===== src/verilog/fdm_pkg.sv =====
// Summary of operation
// RULE1 - read-start copies the addressed array byte into the byte register, no wait
// RULE2 - byte register keeps a read value until the next read or a write to it
// RULE3 - the core is not held while a read runs; it continues with the next access
// RULE4 - array holds 64 bytes in eight rows of eight; row erase, byte write
// RULE5 - software erases by loading location, then row-clear, unlock and launch bits
// RULE6 - row-clear self-clears unless unlock is set by the very next access
// RULE7 - unlock self-clears unless launch is set by the very next access
// RULE8 - the core is held for the whole erase cycle, then continues
// RULE9 - erase clears the row named by location bits five down to three
// RULE10 - byte write: location, byte, unlock, launch; core held for the cycle
// RULE11 - row-clear set by control writes or single-bit sets; unlock and launch only by single-bit sets
// RULE12 - a read starts only through a single-bit set of the read-start bit
// RULE13 - the access right after a start is taken normally, no padding needed
// RULE14 - row-clear makes the cycle erase only; cleared when the erase ends
// RULE15 - abort flag set when device reset cuts a cycle, cleared on success
// RULE16 - with unlock at zero no erase or write cycle can start
// RULE17 - launch bit starts a cycle and returns to zero when it ends
// RULE18 - read-start is control bit zero; bits seven to five read zero
// RULE19 - location holds six bits; bits seven and six read zero
// RULE20 - byte register is a full eight-bit read/write register
// RULE21 - software saves a row to RAM, erases it and writes the bytes back
// RULE22 - a busy counter times erase and write; core held, launch set until it ends
`default_nettype none
package fdm_pkg;

    // register byte offsets
    localparam logic [7:0] OFS_BYTE = 8'h00;
    localparam logic [7:0] OFS_LOCATION = 8'h04;
    localparam logic [7:0] OFS_CONTROL = 8'h08;
    localparam logic [7:0] OFS_BITSET = 8'h0c;

    // control register bit positions
    localparam int unsigned BIT_READ = 0;
    localparam int unsigned BIT_LAUNCH = 1;
    localparam int unsigned BIT_UNLOCK = 2;
    localparam int unsigned BIT_ABORT = 3;
    localparam int unsigned BIT_FREE = 4;

    // array geometry
    localparam int unsigned ARRAY_BYTES = 64;
    localparam int unsigned ROW_HI = 5;
    localparam int unsigned ROW_LO = 3;
    localparam logic [7:0] ERASED_BYTE = 8'hff;

    // reset values
    localparam logic [7:0] BYTE_RESET = 8'h00;
    localparam logic [5:0] LOCATION_RESET = 6'h00;

    // erase / write cycle time
    localparam int unsigned CLK_MHZ = 50;
    localparam int unsigned NVM_CYCLE_NS = 2000;
    localparam logic [7:0] BUSY_CYCLES = 8'((NVM_CYCLE_NS * CLK_MHZ + 999) / 1000);

    // bus answers
    localparam logic [1:0] RESP_OKAY = 2'h0;
    localparam logic [1:0] RESP_SLVERR = 2'h2;

    typedef enum logic [0:0] {
        ST_IDLE = 1'b0,
        ST_BUSY = 1'b1
    } fdm_state_e;

    typedef struct packed {
        logic row_clear;
        logic abort_flag;
        logic array_unlock;
        logic cycle_launch;
    } fdm_ctrl_s;

    typedef struct packed {
        logic erase;
        logic write;
        logic [5:0] location;
        logic [7:0] data;
    } fdm_cmd_s;

endpackage
`default_nettype wire


===== src/verilog/fdm_array.sv =====
`timescale 1ns/1ns
`default_nettype none
module fdm_array (
    // clock and reset
    input wire logic aclk,
    input wire logic aresetn,
    // erase or write command, one cycle
    input wire fdm_pkg::fdm_cmd_s cmd,
    // read port
    input wire logic [5:0] rd_location,
    output logic [7:0] rd_byte
);

    logic [7:0] mem_reg [0:fdm_pkg::ARRAY_BYTES-1];

    // storage; reset only models a blank part at power-up
    always_ff @(posedge aclk) begin
        if (!aresetn) begin
            for (int i = 0; i < fdm_pkg::ARRAY_BYTES; i++) begin
                mem_reg[i] <= fdm_pkg::ERASED_BYTE;
            end
        end else if (cmd.erase) begin
            for (int i = 0; i < fdm_pkg::ARRAY_BYTES; i++) begin
                if (3'(i >> 3) == cmd.location[fdm_pkg::ROW_HI:fdm_pkg::ROW_LO]) begin
                    mem_reg[i] <= fdm_pkg::ERASED_BYTE; // [RULE4] [RULE9]
                end
            end
        end else if (cmd.write) begin
            mem_reg[cmd.location] <= cmd.data; // [RULE4]
        end
    end

    // combinational read so a read-start costs no wait
    assign rd_byte = mem_reg[rd_location];

endmodule
`default_nettype wire


===== src/verilog/fdm_ctrl.sv =====
`timescale 1ns/1ns
`default_nettype none
module fdm_ctrl (
    // clock and reset
    input wire logic aclk,
    input wire logic aresetn,
    // device reset that may cut a running cycle
    input wire logic dev_reset,
    // core hold while a cycle runs
    output logic core_stall,
    // axi4-lite write address
    input wire logic s_axi_awvalid,
    output logic s_axi_awready,
    input wire logic [7:0] s_axi_awaddr,
    // axi4-lite write data
    input wire logic s_axi_wvalid,
    output logic s_axi_wready,
    input wire logic [31:0] s_axi_wdata,
    input wire logic [3:0] s_axi_wstrb,
    // axi4-lite write response
    output logic s_axi_bvalid,
    input wire logic s_axi_bready,
    output logic [1:0] s_axi_bresp,
    // axi4-lite read address
    input wire logic s_axi_arvalid,
    output logic s_axi_arready,
    input wire logic [7:0] s_axi_araddr,
    // axi4-lite read data
    output logic s_axi_rvalid,
    input wire logic s_axi_rready,
    output logic [31:0] s_axi_rdata,
    output logic [1:0] s_axi_rresp
);

    ////////////////////////////////////////////////////////////////////////////
    // declarations

    fdm_pkg::fdm_state_e state_reg;
    fdm_pkg::fdm_ctrl_s ctrl_reg;
    fdm_pkg::fdm_cmd_s cmd_reg;
    logic aw_have_reg, w_have_reg, awready_reg, wready_reg, wstrb0_reg;
    logic [7:0] addr_reg, wdata_reg, byte_reg, busy_cnt_reg, rd_byte, rd_value, stall_len_reg;
    logic bvalid_reg, arready_reg, rvalid_reg, stall_reg;
    logic [1:0] bresp_reg, rresp_reg;
    logic [31:0] rdata_reg;
    logic [5:0] location_reg;
    logic free_armed_reg, unlock_armed_reg;
    logic aw_take, w_take, aw_have_next, w_have_next;
    logic do_write, do_read, access, hit, onehot;
    logic is_bitset, plain_ctrl, set_read, set_free, set_unlock, set_launch;
    logic launch_ok, cycle_end, cycle_abort, free_set_evt;

    ////////////////////////////////////////////////////////////////////////////
    // bus handshakes and access decode

    assign aw_take = s_axi_awvalid && awready_reg;
    assign w_take = s_axi_wvalid && wready_reg;
    assign do_read = s_axi_arvalid && arready_reg;
    // a read in the same cycle wins; the write goes next cycle
    assign do_write = aw_have_reg && w_have_reg && !bvalid_reg
                      && (state_reg == fdm_pkg::ST_IDLE) && !do_read;
    assign access = do_write || do_read;
    assign aw_have_next = aw_take || (aw_have_reg && !do_write);
    assign w_have_next = w_take || (w_have_reg && !do_write);
    assign hit = (addr_reg[7:4] == 4'h0) && (addr_reg[1:0] == 2'h0);
    assign onehot = (wdata_reg != 8'h00) && ((wdata_reg & (wdata_reg - 8'h01)) == 8'h00);

    // single-bit set access only counts with exactly one bit written
    assign is_bitset = do_write && wstrb0_reg && (addr_reg == fdm_pkg::OFS_BITSET)
                       && onehot; // [RULE11] [RULE12]
    assign plain_ctrl = do_write && wstrb0_reg && (addr_reg == fdm_pkg::OFS_CONTROL);
    assign set_read = is_bitset && wdata_reg[fdm_pkg::BIT_READ]; // [RULE12]
    assign set_launch = is_bitset && wdata_reg[fdm_pkg::BIT_LAUNCH];
    assign set_unlock = is_bitset && wdata_reg[fdm_pkg::BIT_UNLOCK];
    assign set_free = is_bitset && wdata_reg[fdm_pkg::BIT_FREE];
    assign free_set_evt = set_free || (plain_ctrl && wdata_reg[fdm_pkg::BIT_FREE]); // [RULE11]
    // launch only counts straight after the unlock set, with unlock still on
    assign launch_ok = set_launch && ctrl_reg.array_unlock
                       && unlock_armed_reg; // [RULE11] [RULE16]
    assign cycle_abort = (state_reg == fdm_pkg::ST_BUSY) && dev_reset;
    assign cycle_end = (state_reg == fdm_pkg::ST_BUSY) && !dev_reset
                       && (busy_cnt_reg == 8'h00);

    ////////////////////////////////////////////////////////////////////////////
    // write address and data capture, either order

    always_ff @(posedge aclk) begin
        if (!aresetn) begin
            aw_have_reg <= 1'b0;
            w_have_reg <= 1'b0;
            awready_reg <= 1'b0;
            wready_reg <= 1'b0;
            addr_reg <= 8'h00;
            wdata_reg <= 8'h00;
            wstrb0_reg <= 1'b0;
        end else begin
            aw_have_reg <= aw_have_next;
            w_have_reg <= w_have_next;
            awready_reg <= !aw_have_next;
            wready_reg <= !w_have_next;
            if (aw_take) begin
                addr_reg <= s_axi_awaddr;
            end
            if (w_take) begin
                wdata_reg <= s_axi_wdata[7:0];
                wstrb0_reg <= s_axi_wstrb[0];
            end
        end
    end

    ////////////////////////////////////////////////////////////////////////////
    // write response; a launch holds it back for the whole cycle

    always_ff @(posedge aclk) begin
        if (!aresetn) begin
            bvalid_reg <= 1'b0;
            bresp_reg <= fdm_pkg::RESP_OKAY;
        end else if (do_write && !launch_ok) begin
            bvalid_reg <= 1'b1; // [RULE13]
            bresp_reg <= hit ? fdm_pkg::RESP_OKAY : fdm_pkg::RESP_SLVERR;
        end else if (cycle_end || cycle_abort) begin
            bvalid_reg <= 1'b1; // [RULE8] [RULE10]
            bresp_reg <= fdm_pkg::RESP_OKAY;
        end else if (bvalid_reg && s_axi_bready) begin
            bvalid_reg <= 1'b0;
        end
    end

    ////////////////////////////////////////////////////////////////////////////
    // read channel; reads wait while a cycle runs

    always_comb begin
        rd_value = 8'h00;
        case (s_axi_araddr)
            fdm_pkg::OFS_BYTE: rd_value = byte_reg; // [RULE20]
            fdm_pkg::OFS_LOCATION: rd_value = {2'b00, location_reg}; // [RULE19]
            fdm_pkg::OFS_CONTROL, fdm_pkg::OFS_BITSET: rd_value = {3'b000, ctrl_reg, 1'b0}; // [RULE18]
            default: rd_value = 8'h00;
        endcase
    end

    always_ff @(posedge aclk) begin
        if (!aresetn) begin
            arready_reg <= 1'b0;
            rvalid_reg <= 1'b0;
            rdata_reg <= 32'h0000_0000;
            rresp_reg <= fdm_pkg::RESP_OKAY;
        end else begin
            arready_reg <= !arready_reg && !rvalid_reg && !launch_ok
                           && (state_reg == fdm_pkg::ST_IDLE);
            if (do_read) begin
                rvalid_reg <= 1'b1;
                rdata_reg <= {24'h000000, rd_value};
                rresp_reg <= (s_axi_araddr[7:4] == 4'h0 && s_axi_araddr[1:0] == 2'h0)
                             ? fdm_pkg::RESP_OKAY : fdm_pkg::RESP_SLVERR;
            end else if (rvalid_reg && s_axi_rready) begin
                rvalid_reg <= 1'b0;
            end
        end
    end

    ////////////////////////////////////////////////////////////////////////////
    // byte and location registers

    always_ff @(posedge aclk) begin
        if (!aresetn) begin
            byte_reg <= fdm_pkg::BYTE_RESET;
        end else if (set_read) begin
            byte_reg <= rd_byte; // [RULE1] [RULE3]
        end else if (do_write && wstrb0_reg && addr_reg == fdm_pkg::OFS_BYTE) begin
            byte_reg <= wdata_reg; // [RULE2] [RULE20]
        end
    end

    always_ff @(posedge aclk) begin
        if (!aresetn) begin
            location_reg <= fdm_pkg::LOCATION_RESET;
        end else if (do_write && wstrb0_reg && addr_reg == fdm_pkg::OFS_LOCATION) begin
            location_reg <= wdata_reg[5:0]; // [RULE19]
        end
    end

    ////////////////////////////////////////////////////////////////////////////
    // unlock sequence tracking: only the very next access may continue it

    always_ff @(posedge aclk) begin
        if (!aresetn) begin
            free_armed_reg <= 1'b0;
            unlock_armed_reg <= 1'b0;
        end else if (access) begin
            free_armed_reg <= free_set_evt; // [RULE6]
            unlock_armed_reg <= set_unlock; // [RULE7]
        end
    end

    ////////////////////////////////////////////////////////////////////////////
    // control bits; hardware sets come last so they win

    always_ff @(posedge aclk) begin
        if (!aresetn) begin
            ctrl_reg <= '0;
        end else begin
            if (plain_ctrl) begin
                // plain writes may clear unlock but never set it or launch
                ctrl_reg.row_clear <= wdata_reg[fdm_pkg::BIT_FREE];
                ctrl_reg.abort_flag <= wdata_reg[fdm_pkg::BIT_ABORT];
                ctrl_reg.array_unlock <= ctrl_reg.array_unlock
                                         && wdata_reg[fdm_pkg::BIT_UNLOCK]; // [RULE11]
            end
            if (set_free) begin
                ctrl_reg.row_clear <= 1'b1; // [RULE11]
            end
            if (is_bitset && wdata_reg[fdm_pkg::BIT_ABORT]) begin
                ctrl_reg.abort_flag <= 1'b1;
            end
            if (free_armed_reg && access && !set_unlock) begin
                ctrl_reg.row_clear <= 1'b0; // [RULE6]
            end
            if (set_unlock) begin
                ctrl_reg.array_unlock <= 1'b1; // [RULE11]
            end
            if (unlock_armed_reg && access && !set_launch) begin
                ctrl_reg.array_unlock <= 1'b0; // [RULE7]
            end
            if (launch_ok) begin
                ctrl_reg.cycle_launch <= 1'b1; // [RULE17]
            end
            if (cycle_end) begin
                ctrl_reg.cycle_launch <= 1'b0; // [RULE17]
                ctrl_reg.row_clear <= 1'b0; // [RULE14]
                ctrl_reg.abort_flag <= 1'b0; // [RULE15]
            end
            if (cycle_abort) begin
                ctrl_reg.cycle_launch <= 1'b0;
                ctrl_reg.row_clear <= 1'b0;
                ctrl_reg.array_unlock <= 1'b0;
                ctrl_reg.abort_flag <= 1'b1; // [RULE15]
            end
        end
    end

    ////////////////////////////////////////////////////////////////////////////
    // cycle sequencer and busy counter

    always_ff @(posedge aclk) begin
        if (!aresetn) begin
            state_reg <= fdm_pkg::ST_IDLE;
            busy_cnt_reg <= 8'h00;
            stall_reg <= 1'b0;
        end else begin
            case (state_reg)
                fdm_pkg::ST_IDLE: begin
                    if (launch_ok) begin
                        state_reg <= fdm_pkg::ST_BUSY;
                        busy_cnt_reg <= fdm_pkg::BUSY_CYCLES - 8'h01; // [RULE22]
                        stall_reg <= 1'b1; // [RULE8] [RULE10]
                    end
                end
                fdm_pkg::ST_BUSY: begin
                    if (cycle_end || cycle_abort) begin
                        state_reg <= fdm_pkg::ST_IDLE;
                        stall_reg <= 1'b0;
                    end else begin
                        busy_cnt_reg <= busy_cnt_reg - 8'h01; // [RULE22]
                    end
                end
                default: begin
                    state_reg <= fdm_pkg::ST_IDLE;
                    stall_reg <= 1'b0;
                end
            endcase
        end
    end

    // array command lands at the end of the cycle, never on an abort
    always_ff @(posedge aclk) begin
        if (!aresetn) begin
            cmd_reg <= '0;
        end else begin
            cmd_reg.erase <= cycle_end && ctrl_reg.row_clear; // [RULE14] [RULE9]
            cmd_reg.write <= cycle_end && !ctrl_reg.row_clear; // [RULE10] [RULE14]
            cmd_reg.location <= location_reg;
            cmd_reg.data <= byte_reg;
        end
    end

    fdm_array u_array (
        .aclk(aclk),
        .aresetn(aresetn),
        .cmd(cmd_reg),
        .rd_location(location_reg),
        .rd_byte(rd_byte)
    );

    ////////////////////////////////////////////////////////////////////////////
    // outputs

    assign core_stall = stall_reg;
    assign s_axi_awready = awready_reg;
    assign s_axi_wready = wready_reg;
    assign s_axi_bvalid = bvalid_reg;
    assign s_axi_bresp = bresp_reg;
    assign s_axi_arready = arready_reg;
    assign s_axi_rvalid = rvalid_reg;
    assign s_axi_rdata = rdata_reg;
    assign s_axi_rresp = rresp_reg;

    ////////////////////////////////////////////////////////////////////////////
    // checks

    // helper: length of the current stall
    always_ff @(posedge aclk) begin
        if (!aresetn || !stall_reg) begin
            stall_len_reg <= 8'h00;
        end else begin
            stall_len_reg <= stall_len_reg + 8'h01;
        end
    end

    a_read_fetch: assert property (@(posedge aclk) disable iff (!aresetn) // [RULE1]
        set_read |=> (byte_reg == $past(rd_byte)) && bvalid_reg)
        else $error("read-start did not load the byte register");

    a_byte_hold: assert property (@(posedge aclk) disable iff (!aresetn) // [RULE2]
        !set_read && !(do_write && addr_reg == fdm_pkg::OFS_BYTE) |=> $stable(byte_reg))
        else $error("byte register changed without cause");

    a_read_no_stall: assert property (@(posedge aclk) disable iff (!aresetn) // [RULE3]
        set_read |-> !stall_reg ##1 !stall_reg)
        else $error("read held the core");

    a_free_autoclr: assert property (@(posedge aclk) disable iff (!aresetn) // [RULE6]
        free_armed_reg && access && !set_unlock |=> !ctrl_reg.row_clear)
        else $error("row-clear not dropped after broken sequence");

    a_unlock_autoclr: assert property (@(posedge aclk) disable iff (!aresetn) // [RULE7]
        unlock_armed_reg && access && !set_launch |=> !ctrl_reg.array_unlock)
        else $error("unlock not dropped after broken sequence");

    a_unlock_gate: assert property (@(posedge aclk) disable iff (!aresetn) // [RULE16]
        set_launch && !ctrl_reg.array_unlock |=> !stall_reg && !ctrl_reg.cycle_launch)
        else $error("cycle started while locked");

    a_stall_length: assert property (@(posedge aclk) disable iff (!aresetn) // [RULE22]
        $fell(stall_reg) && !$past(dev_reset) |-> stall_len_reg == fdm_pkg::BUSY_CYCLES)
        else $error("cycle length differs from busy count");

    a_launch_busy: assert property (@(posedge aclk) disable iff (!aresetn || dev_reset) // [RULE17]
        launch_ok |=> (ctrl_reg.cycle_launch && stall_reg) [*8])
        else $error("launch bit or stall dropped early");

    a_erase_done: assert property (@(posedge aclk) disable iff (!aresetn) // [RULE14]
        cycle_end && ctrl_reg.row_clear |=> cmd_reg.erase && !cmd_reg.write
        && !ctrl_reg.row_clear && !ctrl_reg.cycle_launch)
        else $error("erase did not finish cleanly");

    a_abort_flag: assert property (@(posedge aclk) disable iff (!aresetn) // [RULE15]
        cycle_abort |=> ctrl_reg.abort_flag && !cmd_reg.write && !cmd_reg.erase
        && !stall_reg)
        else $error("cut cycle not flagged");

    a_erase_row: assert property (@(posedge aclk) disable iff (!aresetn) // [RULE9]
        cmd_reg.erase |-> cmd_reg.location[5:3] == location_reg[5:3])
        else $error("erase row differs from location");

endmodule
`default_nettype wire


===== config.mk =====
export PLATFORM = sky130hd
export DESIGN_NAME = fdm_ctrl
export DESIGN_NICKNAME = d
export VERILOG_FILES = /design/src/verilog/fdm_pkg.sv /design/src/verilog/fdm_array.sv /design/src/verilog/fdm_ctrl.sv
export SDC_FILE = /design/constraint.sdc
export NUM_CORES = 1
export LEC_CHECK = 0
export BUFFER_PORTS_ARGS = -buffer_cell sky130_fd_sc_hd__buf_2
export CAP_MARGIN = 20
export CORE_MARGIN = 3
export CORE_UTILIZATION = 62
export DETAILED_ROUTE_END_ITERATION = 8
export PLACE_DENSITY_LB_ADDON = 0.15
export SLEW_MARGIN = 20
export SYNTH_ARGS = -nofsm -noshare
export SYNTH_HDL_FRONTEND = slang
export SYNTH_SLANG_ARGS = --single-unit

===== constraint.sdc =====
create_clock -name aclk -period 2.81 [get_ports aclk]
set_clock_uncertainty 0.05 [all_clocks]
set_input_delay 0.281 -clock aclk [delete_from_list [all_inputs] [get_ports aclk]]
set_output_delay 0.281 -clock aclk [all_outputs]
set_load 0.005 [all_outputs]

==> results of run 1 <==
-- critical path, delay by kind of cell, from the launching register on --
kind | cells | cell delay, ns
flops | 1 | 0.68
buf+inv | 2 | 0.54
compound gates | 3 | 0.52
simple gates | 2 | 0.48
mux | 1 | 0.24
-- cells in the mapped netlist, types with 5 or more instances --
cell type                  count  share of area
sky130_fd_sc_hd__a221oi_1      7         0.0022
sky130_fd_sc_hd__o21ai_0      46         0.0083
sky130_fd_sc_hd__nor2_1       22         0.0030
sky130_fd_sc_hd__nand3_1      46         0.0083
sky130_fd_sc_hd__buf_2        26         0.0047
sky130_fd_sc_hd__a21oi_1      35         0.0063
sky130_fd_sc_hd__nor2b_1      26         0.0059
sky130_fd_sc_hd__mux4_2       28          0.023
sky130_fd_sc_hd__mux2i_1     214          0.077
sky130_fd_sc_hd__buf_1        12         0.0016
sky130_fd_sc_hd__a22o_1        8         0.0025
sky130_fd_sc_hd__or3_1       261          0.059
sky130_fd_sc_hd__a22oi_1      94          0.025
sky130_fd_sc_hd__nor3_1       12         0.0022
sky130_fd_sc_hd__and3b_1       5         0.0016
sky130_fd_sc_hd__nand2b_1      8         0.0018
sky130_fd_sc_hd__nand4_1      29         0.0065
sky130_fd_sc_hd__inv_1         9         0.0012
sky130_fd_sc_hd__buf_4        26         0.0070
sky130_fd_sc_hd__nor3b_1       5         0.0014
sky130_fd_sc_hd__a21boi_0     24         0.0065
sky130_fd_sc_hd__and2_1       26         0.0059
sky130_fd_sc_hd__or2_2       260          0.059
sky130_fd_sc_hd__a21boi_1      8         0.0022
sky130_fd_sc_hd__nand2_1     164          0.022
sky130_fd_sc_hd__dfxtp_1      86          0.062
sky130_fd_sc_hd__edfxtp_1    512           0.55
sky130_fd_sc_hd__clkbuf_1    162          0.022
-- path summary, 6_finish.rpt --
path | slack, ns | start | end | cells past startpoint
max reg2reg | 0.15 | flop | byte_reg[0]$_SDFFE_PN0P_ | 8
max | 0.15 | flop | byte_reg[0]$_SDFFE_PN0P_ | 8
min | 0.05 | s_axi_araddr[7] | s_axi_rdata[3]$_SDFFE_PN0P_ | 4
min reg2reg | 0.40 | core_stall$_SDFFE_PN0P_ | core_stall$_SDFFE_PN0P_ | 2
-- report_power, final --
part           switching (W)  leakage, nW  internal (W)  total, W
Clock                0.00339         1.00       0.00473   0.00812
Sequential          0.000141         5.87       0.00999    0.0101
Combinational       0.000403         3.32      0.000236  0.000639
-- through the flow --
| step | cell area [µm²] | util |
|---|---|---|
| global route | 31300 | 0.718 |
| CTS | 31300 | 0.718 |
| detailed placement | 29100 | 0.666 |
| floorplan | 27800 | - |
| finish | 31300 | 0.718 |
| global placement | 29100 | 0.666 |
-- area by class of cell --
type	count	share of cell area
timing repair buffer	207	0.0544
multi-input combinational	1405	0.310
inverter	9	0.00108
sequential	598	0.546
tap	585	0.0234
clock buffer	73	0.0528
clock inverter	41	0.0115
-- routing by layer --
| metal | vias up | routed length, µm | track usage |
|---|---|---|---|
| li1 | 8258 | - | - |
| met1 | 9144 | 27900 | 0.423 |
| met2 | 992 | 34200 | 0.491 |
| met3 | 199 | 7350 | 0.0645 |
| met4 | 2 | 3170 | 0.127 |
| met5 | - | 16 | 0 |
-- cell families (layout without fill, tap and decap cells) --
| family | after synthesis | in the layout | synth area share |
|---|---|---|---|
| xor+xnor | 5 | 5 | 0.00158 |
| other cells | 1 | 26 | 0.000135 |
| compound gates | 238 | 238 | 0.0588 |
| fa+ha+maj | 1 | 1 | 0.000451 |
| flops | 598 | 598 | 0.616 |
| buf+inv | 235 | 330 | 0.0365 |
| mux | 242 | 242 | 0.100 |
| simple gates | 893 | 893 | 0.186 |
-- timing repair --
item	CTS	global route
endpoints found under the hold margin	24	0
hold buffers	22	0
endpoints found under the setup margin	1	1
gates resized for setup	1	1
==> flow_summary.json, run 1 <==
{
  "place.detailed.hpwl_um": 47300,
  "antenna_violating_nets_post_route": 0,
  "hold_path.class": "primary input to flop",
  "antenna_cells": 0,
  "drt_iter0_markers": 2082,
  "viasPerCell": 6.37,
  "die_h_um": 217,
  "filler_cell_count": 2894,
  "power_per_unit_of_standard_cell_area_mw_per_mm2": 603,
  "via_count": 18595,
  "status": "completed",
  "crit_slowest_cell": "sky130_fd_sc_hd__dfxtp_4",
  "max_cap_violations": 0,
  "clock_pin_slew_on_the_worst_setup_and_hold_paths_ns": 0.06,
  "post-place-ws_ns": -0.0285,
  "grt_max_degree": 85,
  "core-area_mm2": 0.0436,
  "synth-edff-count": 512,
  "floorplan.die_area_mm2": 0.0473,
  "synthesis.instances": 2213,
  "synth_ff_type": "sky130_fd_sc_hd__edfxtp_1",
  "endpoints_failing_setup": 0,
  "setup.worst_path.class": "flop to flop",
  "numPortBuffers": 48,
  "cts_setup_buffers": 0,
  "whs_ns": 0.0501,
  "first_global_vias": 18282,
  "final_critical_path_setup_slack_ns": 0.155,
  "syn-cell-area_mm2": 0.0277,
  "worstMarginPinSlew_ns": 0.901,
  "largest_register_ff_count": 512,
  "yosysUniqueCellTypes": 59,
  "grtUsageTotal": 0.310,
  "max_stage_delay_ns": 0.68,
  "clock_insertion_delay_worst_skew_ns": 0.62,
  "syn-mean-instance-area_um2": 12.5,
  "synthesis.yosys.warnings": 0,
  "post_drt_wl_per_cell_um": 24.9,
  "cts.htree.levels": 2,
  "syn_to_final_growth_pct": 13.0,
  "layoutNonFillerInstCount": 2918,
  "rsz_0062_raised_after_global_routing": "no",
  "slew_violations": 0,
  "maxClockFrequency_mhz": 377,
  "cts_made_buffers": 60,
  "pin_count": 102,
  "crit_path_cell_trace": "buf_4 -> buf_4 -> mux2i_1 -> a21oi_1 -> nand3_1 -> nand4_1 -> a22o_1 -> a21o_1",
  "grt_pass1_wl_um": 110000,
  "finalSetupTns_ns": 0,
  "global_route.overflow_total": 0,
  "place_congestion": 0.980,
  "routed_wirelength_um": 72700,
  "post_route_drc_violation_count": 0,
  "drtPass1Iterations": 6,
  "worst_ep_arrival_time_ns": 3.11,
  "design.final.nets": 2342,
  "post_synth_arst_share": 0,
  "clock-sinks": 598,
  "worst_setup_path_end_kind": "flop",
  "critPathLaunchType": "flop",
  "fin_crit_sh": 0.945,
  "timing.slew.headroom": 0.395,
  "tritoncts_clock_tree": "done",
  "path_common_cell": "sky130_fd_sc_hd__buf_4",
  "register_area_mm2": 0.0171,
  "power.leakage_nw": 10.2,
  "clk_path_buf_depth": 3,
  "grt_antenna_before_repair": 1,
  "final_hold_viol_count": 0,
  "floorplan.initialDensity": 0.635,
  "total_power_of_the_final_layout_w": 0.0189,
  "worst-endpoint-required_ns": 3.27,
  "most_used_cells_in_the_layout_excluding_fill_and_tap_cells": "sky130_fd_sc_hd__edfxtp_1 (512), sky130_fd_sc_hd__or3_1 (261), sky130_fd_sc_hd__or2_2 (260), sky130_fd_sc_hd__mux2i_1 (214), sky130_fd_sc_hd__nand2_1 (164)",
  "numPlacedInstances": 2782,
  "chipWidth_um": 217,
  "clock_tree.root_cell": "sky130_fd_sc_hd__clkbuf_16",
  "postSynthRegisterBits": 598,
  "multi_input_logic_area_mm2": 0.00973,
  "period_minus_ws_final_ns": 2.66,
  "maximum_fanout_along_the_worst_path": 27,
  "std_cell_rows": 76,
  "layout_commonest_cell": "sky130_fd_sc_hd__edfxtp_1",
  "drive_gt1_frac": 0.255,
  "synth-seq-area-share": 0.616,
  "vdd.ir_drop.worst_mv": 0.569
}
Note: power is estimated with default switching activity, not from simulation.
==> run 2: changes to the inputs <==
- REMOVE_ABC_BUFFERS: unset -> 1
- clock period: 2.81 -> 2.75 ns (I/O delays scaled with it)
==> flow_summary.json, run 2 (synthesis results as in run 1) <==
{
  "die_h_um": 217,
  "maximum_fanout_along_the_worst_path": 13,
  "fin_crit_sh": 0.976,
  "largest_register_ff_count": 512,
  "grtUsageTotal": 0.309,
  "drive_gt1_frac": 0.252,
  "worst_hold_startpoint": "s_axi_araddr[6]",
  "drt_iter0_markers": 2201,
  "numPortBuffers": 48,
  "syn_to_final_growth_pct": 12.5,
  "grt_pass1_wl_um": 110000,
  "place.detailed.hpwl_um": 47100,
  "clock_tree.root_cell": "sky130_fd_sc_hd__clkbuf_16",
  "final_hold_viol_count": 0,
  "post_drt_wl_per_cell_um": 24.8,
  "most_used_cells_in_the_layout_excluding_fill_and_tap_cells": "sky130_fd_sc_hd__edfxtp_1 (512), sky130_fd_sc_hd__or3_1 (261), sky130_fd_sc_hd__or2_2 (260), sky130_fd_sc_hd__mux2i_1 (214), sky130_fd_sc_hd__nand2_1 (164)",
  "regToRegStartpoint": "cmd_reg[13]$_SDFF_PN0_",
  "tritoncts_clock_tree": "done",
  "vdd.ir_drop.worst_mv": 0.554,
  "rrSetupSlack_ns": 0.07,
  "global_route.overflow_total": 0,
  "clock-sinks": 598,
  "clk_path_buf_depth": 3,
  "std_cell_rows": 76,
  "cts_made_buffers": 59,
  "worst-endpoint-required_ns": 2.95,
  "antenna_cells": 0,
  "setup.worst_path.class": "flop to flop",
  "timing.slew.headroom": 0.406,
  "antenna_violating_nets_post_route": 0,
  "cts_setup_buffers": 0,
  "drtPass1Iterations": 6,
  "clock_pin_slew_on_the_worst_setup_and_hold_paths_ns": 0.06,
  "crit_path_cell_trace": "buf_4 -> nor3_1 -> a21boi_1 -> nand2_1",
  "core-area_mm2": 0.0436,
  "grt_max_degree": 65,
  "viasPerCell": 6.37,
  "power.leakage_nw": 10.1,
  "crit_slowest_cell": "sky130_fd_sc_hd__a21boi_1",
  "via_count": 18558,
  "clock_insertion_delay_worst_skew_ns": 0.62,
  "place_congestion": 0.929,
  "design.final.nets": 2342,
  "worst_ep_arrival_time_ns": 2.88,
  "critPathLaunchType": "flop",
  "worst_setup_path_end_kind": "flop",
  "worst_r2r_path_depth": 4,
  "power_per_unit_of_standard_cell_area_mw_per_mm2": 613,
  "post_route_drc_violation_count": 0,
  "chipWidth_um": 217,
  "period_minus_ws_final_ns": 2.68,
  "floorplan.initialDensity": 0.635,
  "maxClockFrequency_mhz": 373,
  "utilization": 0.715,
  "endpoints_failing_setup": 0,
  "layoutNonFillerInstCount": 2914,
  "grt_antenna_before_repair": 1,
  "slew_violations": 0,
  "routed_wirelength_um": 72300,
  "max_cap_violations": 0,
  "worstReg2RegEnd": "u_array.mem_reg[2][6]$_SDFFCE_PN1P_",
  "rsz_0062_raised_after_global_routing": "no",
  "holdPathStages": 4,
  "cts.htree.levels": 2,
  "status": "completed",
  "layout_commonest_cell": "sky130_fd_sc_hd__edfxtp_1",
  "first_global_vias": 18201,
  "worstMarginPinSlew_ns": 0.889,
  "numPlacedInstances": 2783,
  "max_stage_delay_ns": 0.75,
  "whs_endpoint": "s_axi_rdata[3]$_SDFFE_PN0P_",
  "pin_count": 102,
  "floorplan.die_area_mm2": 0.0473,
  "hold_path.class": "primary input to flop",
  "filler_cell_count": 2929
}
-- run 2: cell count changes in the layout (fill, tap and decap cells not counted), sizes merged --
cell	change
clkinvlp	+2
inv	-3
clkinv	-8
buf	+1
clkbuf	+4
-- run 2: power breakdown --
| part | leakage (nW) | switching, W | internal, W | total [W] |
|---|---|---|---|---|
| clock network | 0.949 | 0.00340 | 0.00473 | 0.00813 |
| registers | 5.87 | 0.000142 | 0.0102 | 0.0104 |
| logic | 3.30 | 0.000398 | 0.000240 | 0.000637 |
-- run 2: worst max-delay path by stage --
stage | from | to
final | cmd_reg[13]$_SDFF_PN0_ | u_array.mem_reg[2][6]$_SDFFCE_PN1P_
after floorplan | flop | byte_reg[0]$_SDFFE_PN0P_
after detailed placement | addr_reg[7]$_SDFFE_PN0P_ | byte_reg[1]$_SDFFE_PN0P_
after CTS | addr_reg[7]$_SDFFE_PN0P_ | byte_reg[1]$_SDFFE_PN0P_
after global placement | addr_reg[7]$_SDFFE_PN0P_ | byte_reg[0]$_SDFFE_PN0P_
after global routing | cmd_reg[13]$_SDFF_PN0_ | u_array.mem_reg[2][7]$_SDFFCE_PN1P_
-- run 2: what timing repair did --
item,CTS,global route
endpoints found under the hold margin,22,0
gates resized for setup,0,1
setup endpoints to repair,0,8
hold buffers,22,0
-- run 2: cell type report --
type,count,area [µm²],share of cell area
Clock buffer,77,1640,0.0525
Clock inverter,32,304,0.00974
Inverter,9,33.8,0.00108
Multi-Input combinational cell,1405,9730,0.312
Tap cell,585,732,0.0235
Timing Repair Buffer,208,1650,0.0528
Sequential cell,598,17100,0.549
-- run 2: worst max-delay path, delay by kind of cell, from the launching register on --
family                 cells  cell delay, ns
buffers and inverters      1            0.23
AO/OA/AOI/OAI              1            0.75
flip-flops                 1            0.74
AND/OR/NAND/NOR            2            0.52
-- run 2: through the flow --
stage	area (µm²)	hold slack [ns]	worst slack (ns)	power, W	TNS, ns
2_1_floorplan	26800	0.335	-5.16	0.0108	-84.76
3_3_place_gp	29000	0.392	0.202	0.0111	0
3_5_place_dp	29000	0.408	0.114	0.0111	0
4_1_cts	31200	0.00281	0.0591	0.0192	0
5_1_grt	31200	0.0304	0.0518	0.0197	0
6_report	31200	0.0231	0.0668	0.0191	0
-- run 2: routing by layer --
metal / vias to the layer above / part of all wire / track usage
met2: 936 / 0.47 / 0.476
met1: 9157 / 0.39 / 0.436
met5: - / 0 / 0
li1: 8256 / - / -
met4: 0 / 0.045 / 0.128
met3: 209 / 0.098 / 0.0631
==> run 3: changes to the inputs <==
==> constraint.sdc (replaced) <==
create_clock -name aclk -period 2.75 [get_ports aclk]
set_clock_uncertainty 0.05 [all_clocks]
set_input_delay 0.4125 -clock aclk [delete_from_list [all_inputs] [get_ports aclk]]
set_output_delay 0.4125 -clock aclk [all_outputs]
set_load 0.005 [all_outputs]
==> flow_summary.json, run 3 (synthesis results as in run 1) <==
{
  "first_global_vias": 18288,
  "numPortBuffers": 48,
  "syn_to_final_growth_pct": 13.2,
  "cp_num_buf_inv": 1,
  "rsz_0062_raised_after_global_routing": "no",
  "hold_path.class": "primary input to flop",
  "period_minus_ws_final_ns": 2.61,
  "layoutNonFillerInstCount": 2927,
  "clock_insertion_delay_worst_skew_ns": 0.62,
  "antenna_violating_nets_post_route": 0,
  "worst-endpoint-required_ns": 3.21,
  "worst_setup_path_end_kind": "flop",
  "crit_path_cell_trace": "buf_4 -> mux4_2 -> a22o_1 -> a221oi_1 -> nand3_1 -> a22oi_1 -> nand2_1",
  "power.leakage_nw": 10.2,
  "post_route_drc_violation_count": 0,
  "via_count": 18625,
  "fin_crit_sh": 0.949,
  "chipWidth_um": 217,
  "drtPass1Iterations": 5,
  "most_used_cells_in_the_layout_excluding_fill_and_tap_cells": "sky130_fd_sc_hd__edfxtp_1 (512), sky130_fd_sc_hd__or3_1 (261), sky130_fd_sc_hd__or2_2 (260), sky130_fd_sc_hd__mux2i_1 (214), sky130_fd_sc_hd__nand2_1 (164)",
  "numPlacedInstances": 2799,
  "floorplan.initialDensity": 0.635,
  "crit_slowest_cell": "sky130_fd_sc_hd__mux4_2",
  "cpLargestDelayFamily": "compound AO/OA/AOI/OAI gates",
  "clock_pin_slew_on_the_worst_setup_and_hold_paths_ns": 0.07,
  "place.detailed.hpwl_um": 46800,
  "final_hold_viol_count": 0,
  "die_h_um": 217,
  "worst_ep_arrival_time_ns": 3.07,
  "clock_tree.root_cell": "sky130_fd_sc_hd__clkbuf_16",
  "viasPerCell": 6.36,
  "largest_register_ff_count": 512,
  "place_congestion": 0.905,
  "setup.worst_path.class": "flop to flop",
  "core-area_mm2": 0.0436,
  "grt_pass1_wl_um": 109000,
  "grt_max_degree": 85,
  "max_stage_delay_ns": 0.56,
  "timing.slew.headroom": 0.313,
  "drive_gt1_frac": 0.262,
  "whs_ns": 0.0553,
  "worstMarginPinSlew_ns": 1.02,
  "power_per_unit_of_standard_cell_area_mw_per_mm2": 614,
  "std_cell_rows": 76,
  "cts_made_buffers": 59,
  "critPathLaunchType": "flop",
  "routed_wirelength_um": 72000,
  "status": "completed",
  "layout_commonest_cell": "sky130_fd_sc_hd__edfxtp_1",
  "drt_iter0_markers": 2098,
  "floorplan.die_area_mm2": 0.0473,
  "cts.htree.levels": 2,
  "post_drt_wl_per_cell_um": 24.6,
  "grtUsageTotal": 0.306,
  "endpoints_failing_setup": 0,
  "maxClockFrequency_mhz": 383,
  "slew_violations": 0,
  "design.final.nets": 2353,
  "clk_path_buf_depth": 3,
  "antenna_cells": 0,
  "pin_count": 102,
  "tritoncts_clock_tree": "done",
  "grt_antenna_before_repair": 0,
  "vdd.ir_drop.worst_mv": 0.719,
  "max_cap_violations": 0,
  "maximum_fanout_along_the_worst_path": 13,
  "global_route.overflow_total": 0,
  "clock-sinks": 598
}
[run 3: cell count changes in the layout (fill, tap and decap cells not counted), moves of 2 or more]
| cell | previous run | this run |
|---|---|---|
| sky130_fd_sc_hd__buf_4 | 126 | 138 |
| sky130_fd_sc_hd__clkbuf_1 | 12 | 6 |
| sky130_fd_sc_hd__dlygate4sd3_1 | 22 | 17 |
| sky130_fd_sc_hd__buf_12 | 12 | 16 |
| sky130_fd_sc_hd__clkinv_2 | 12 | 14 |
| sky130_fd_sc_hd__clkinv_4 | 0 | 2 |
| sky130_fd_sc_hd__clkinv_8 | 0 | 2 |
| sky130_fd_sc_hd__inv_4 | 0 | 2 |
| sky130_fd_sc_hd__o21ai_0 | 44 | 42 |
| sky130_fd_sc_hd__o21ai_1 | 2 | 4 |
[run 3: layer usage]
layer | wire (µm) | track usage | vias to the layer above
li1 | - | - | 8283
met4 | 3080 | 0.127 | 0
met2 | 33800 | 0.485 | 923
met5 | 0 | 0 | -
met1 | 28800 | 0.429 | 9244
met3 | 6350 | 0.0470 | 175
[run 3: timing repair]
item / 4_1_cts / 5_1_grt
setup endpoints to repair: 0 / 4
hold buffers: 17 / 0
buffers inserted: 0 / 0
endpoints found under the hold margin: 17 / 0
resized for setup: 0 / 2
[run 3: final timing paths]
check,start,to,slack (ns),cells after the start
worst max-delay path,flop,byte_reg[1]$_SDFFE_PN0P_,0.14,7
worst min-delay path,s_axi_rready,s_axi_rvalid$_SDFFE_PN0P_,0.06,3
worst max register to register,flop,byte_reg[1]$_SDFFE_PN0P_,0.14,7
worst min register to register,ctrl_reg[0]$_SDFFE_PP0P_,ctrl_reg[0]$_SDFFE_PP0P_,0.40,2
[run 3: through the flow]
step | power [W] | worst slack, ns | setup TNS (ns) | utilization | cell area, µm²
after global routing | 0.0198 | 0.0694 | 0 | 0.719 | 31400
after floorplan | 0.0108 | -5.16 | -92.93 | - | 26800
after CTS | 0.0193 | 0.152 | 0 | 0.719 | 31400
after global placement | 0.0111 | 0.161 | 0 | 0.669 | 29200
after detailed placement | 0.0112 | 0.153 | 0 | 0.669 | 29200
final | 0.0193 | 0.140 | 0 | 0.719 | 31400
[run 3: worst min-delay path, cell delays in order]
cell	delay (ns)
sky130_fd_sc_hd__buf_2	0.08
sky130_fd_sc_hd__nand2b_1	0.10
sky130_fd_sc_hd__a21boi_0	0.08
[run 3: report_power, final]
part           switching [W]  total (W)  internal [W]
clock                0.00349    0.00826       0.00477
sequential          0.000144     0.0104        0.0102
combinational       0.000403   0.000653      0.000250
[run 3: layout make-up]
class | instances | area (µm²)
sequential | 598 | 17100
clock inverter | 42 | 419
clock buffer | 69 | 1580
inverter | 9 | 33.8
multi-input combinational | 1405 | 9740
fill | 2887 | 12300
tap | 585 | 732
timing repair buffer | 219 | 1770
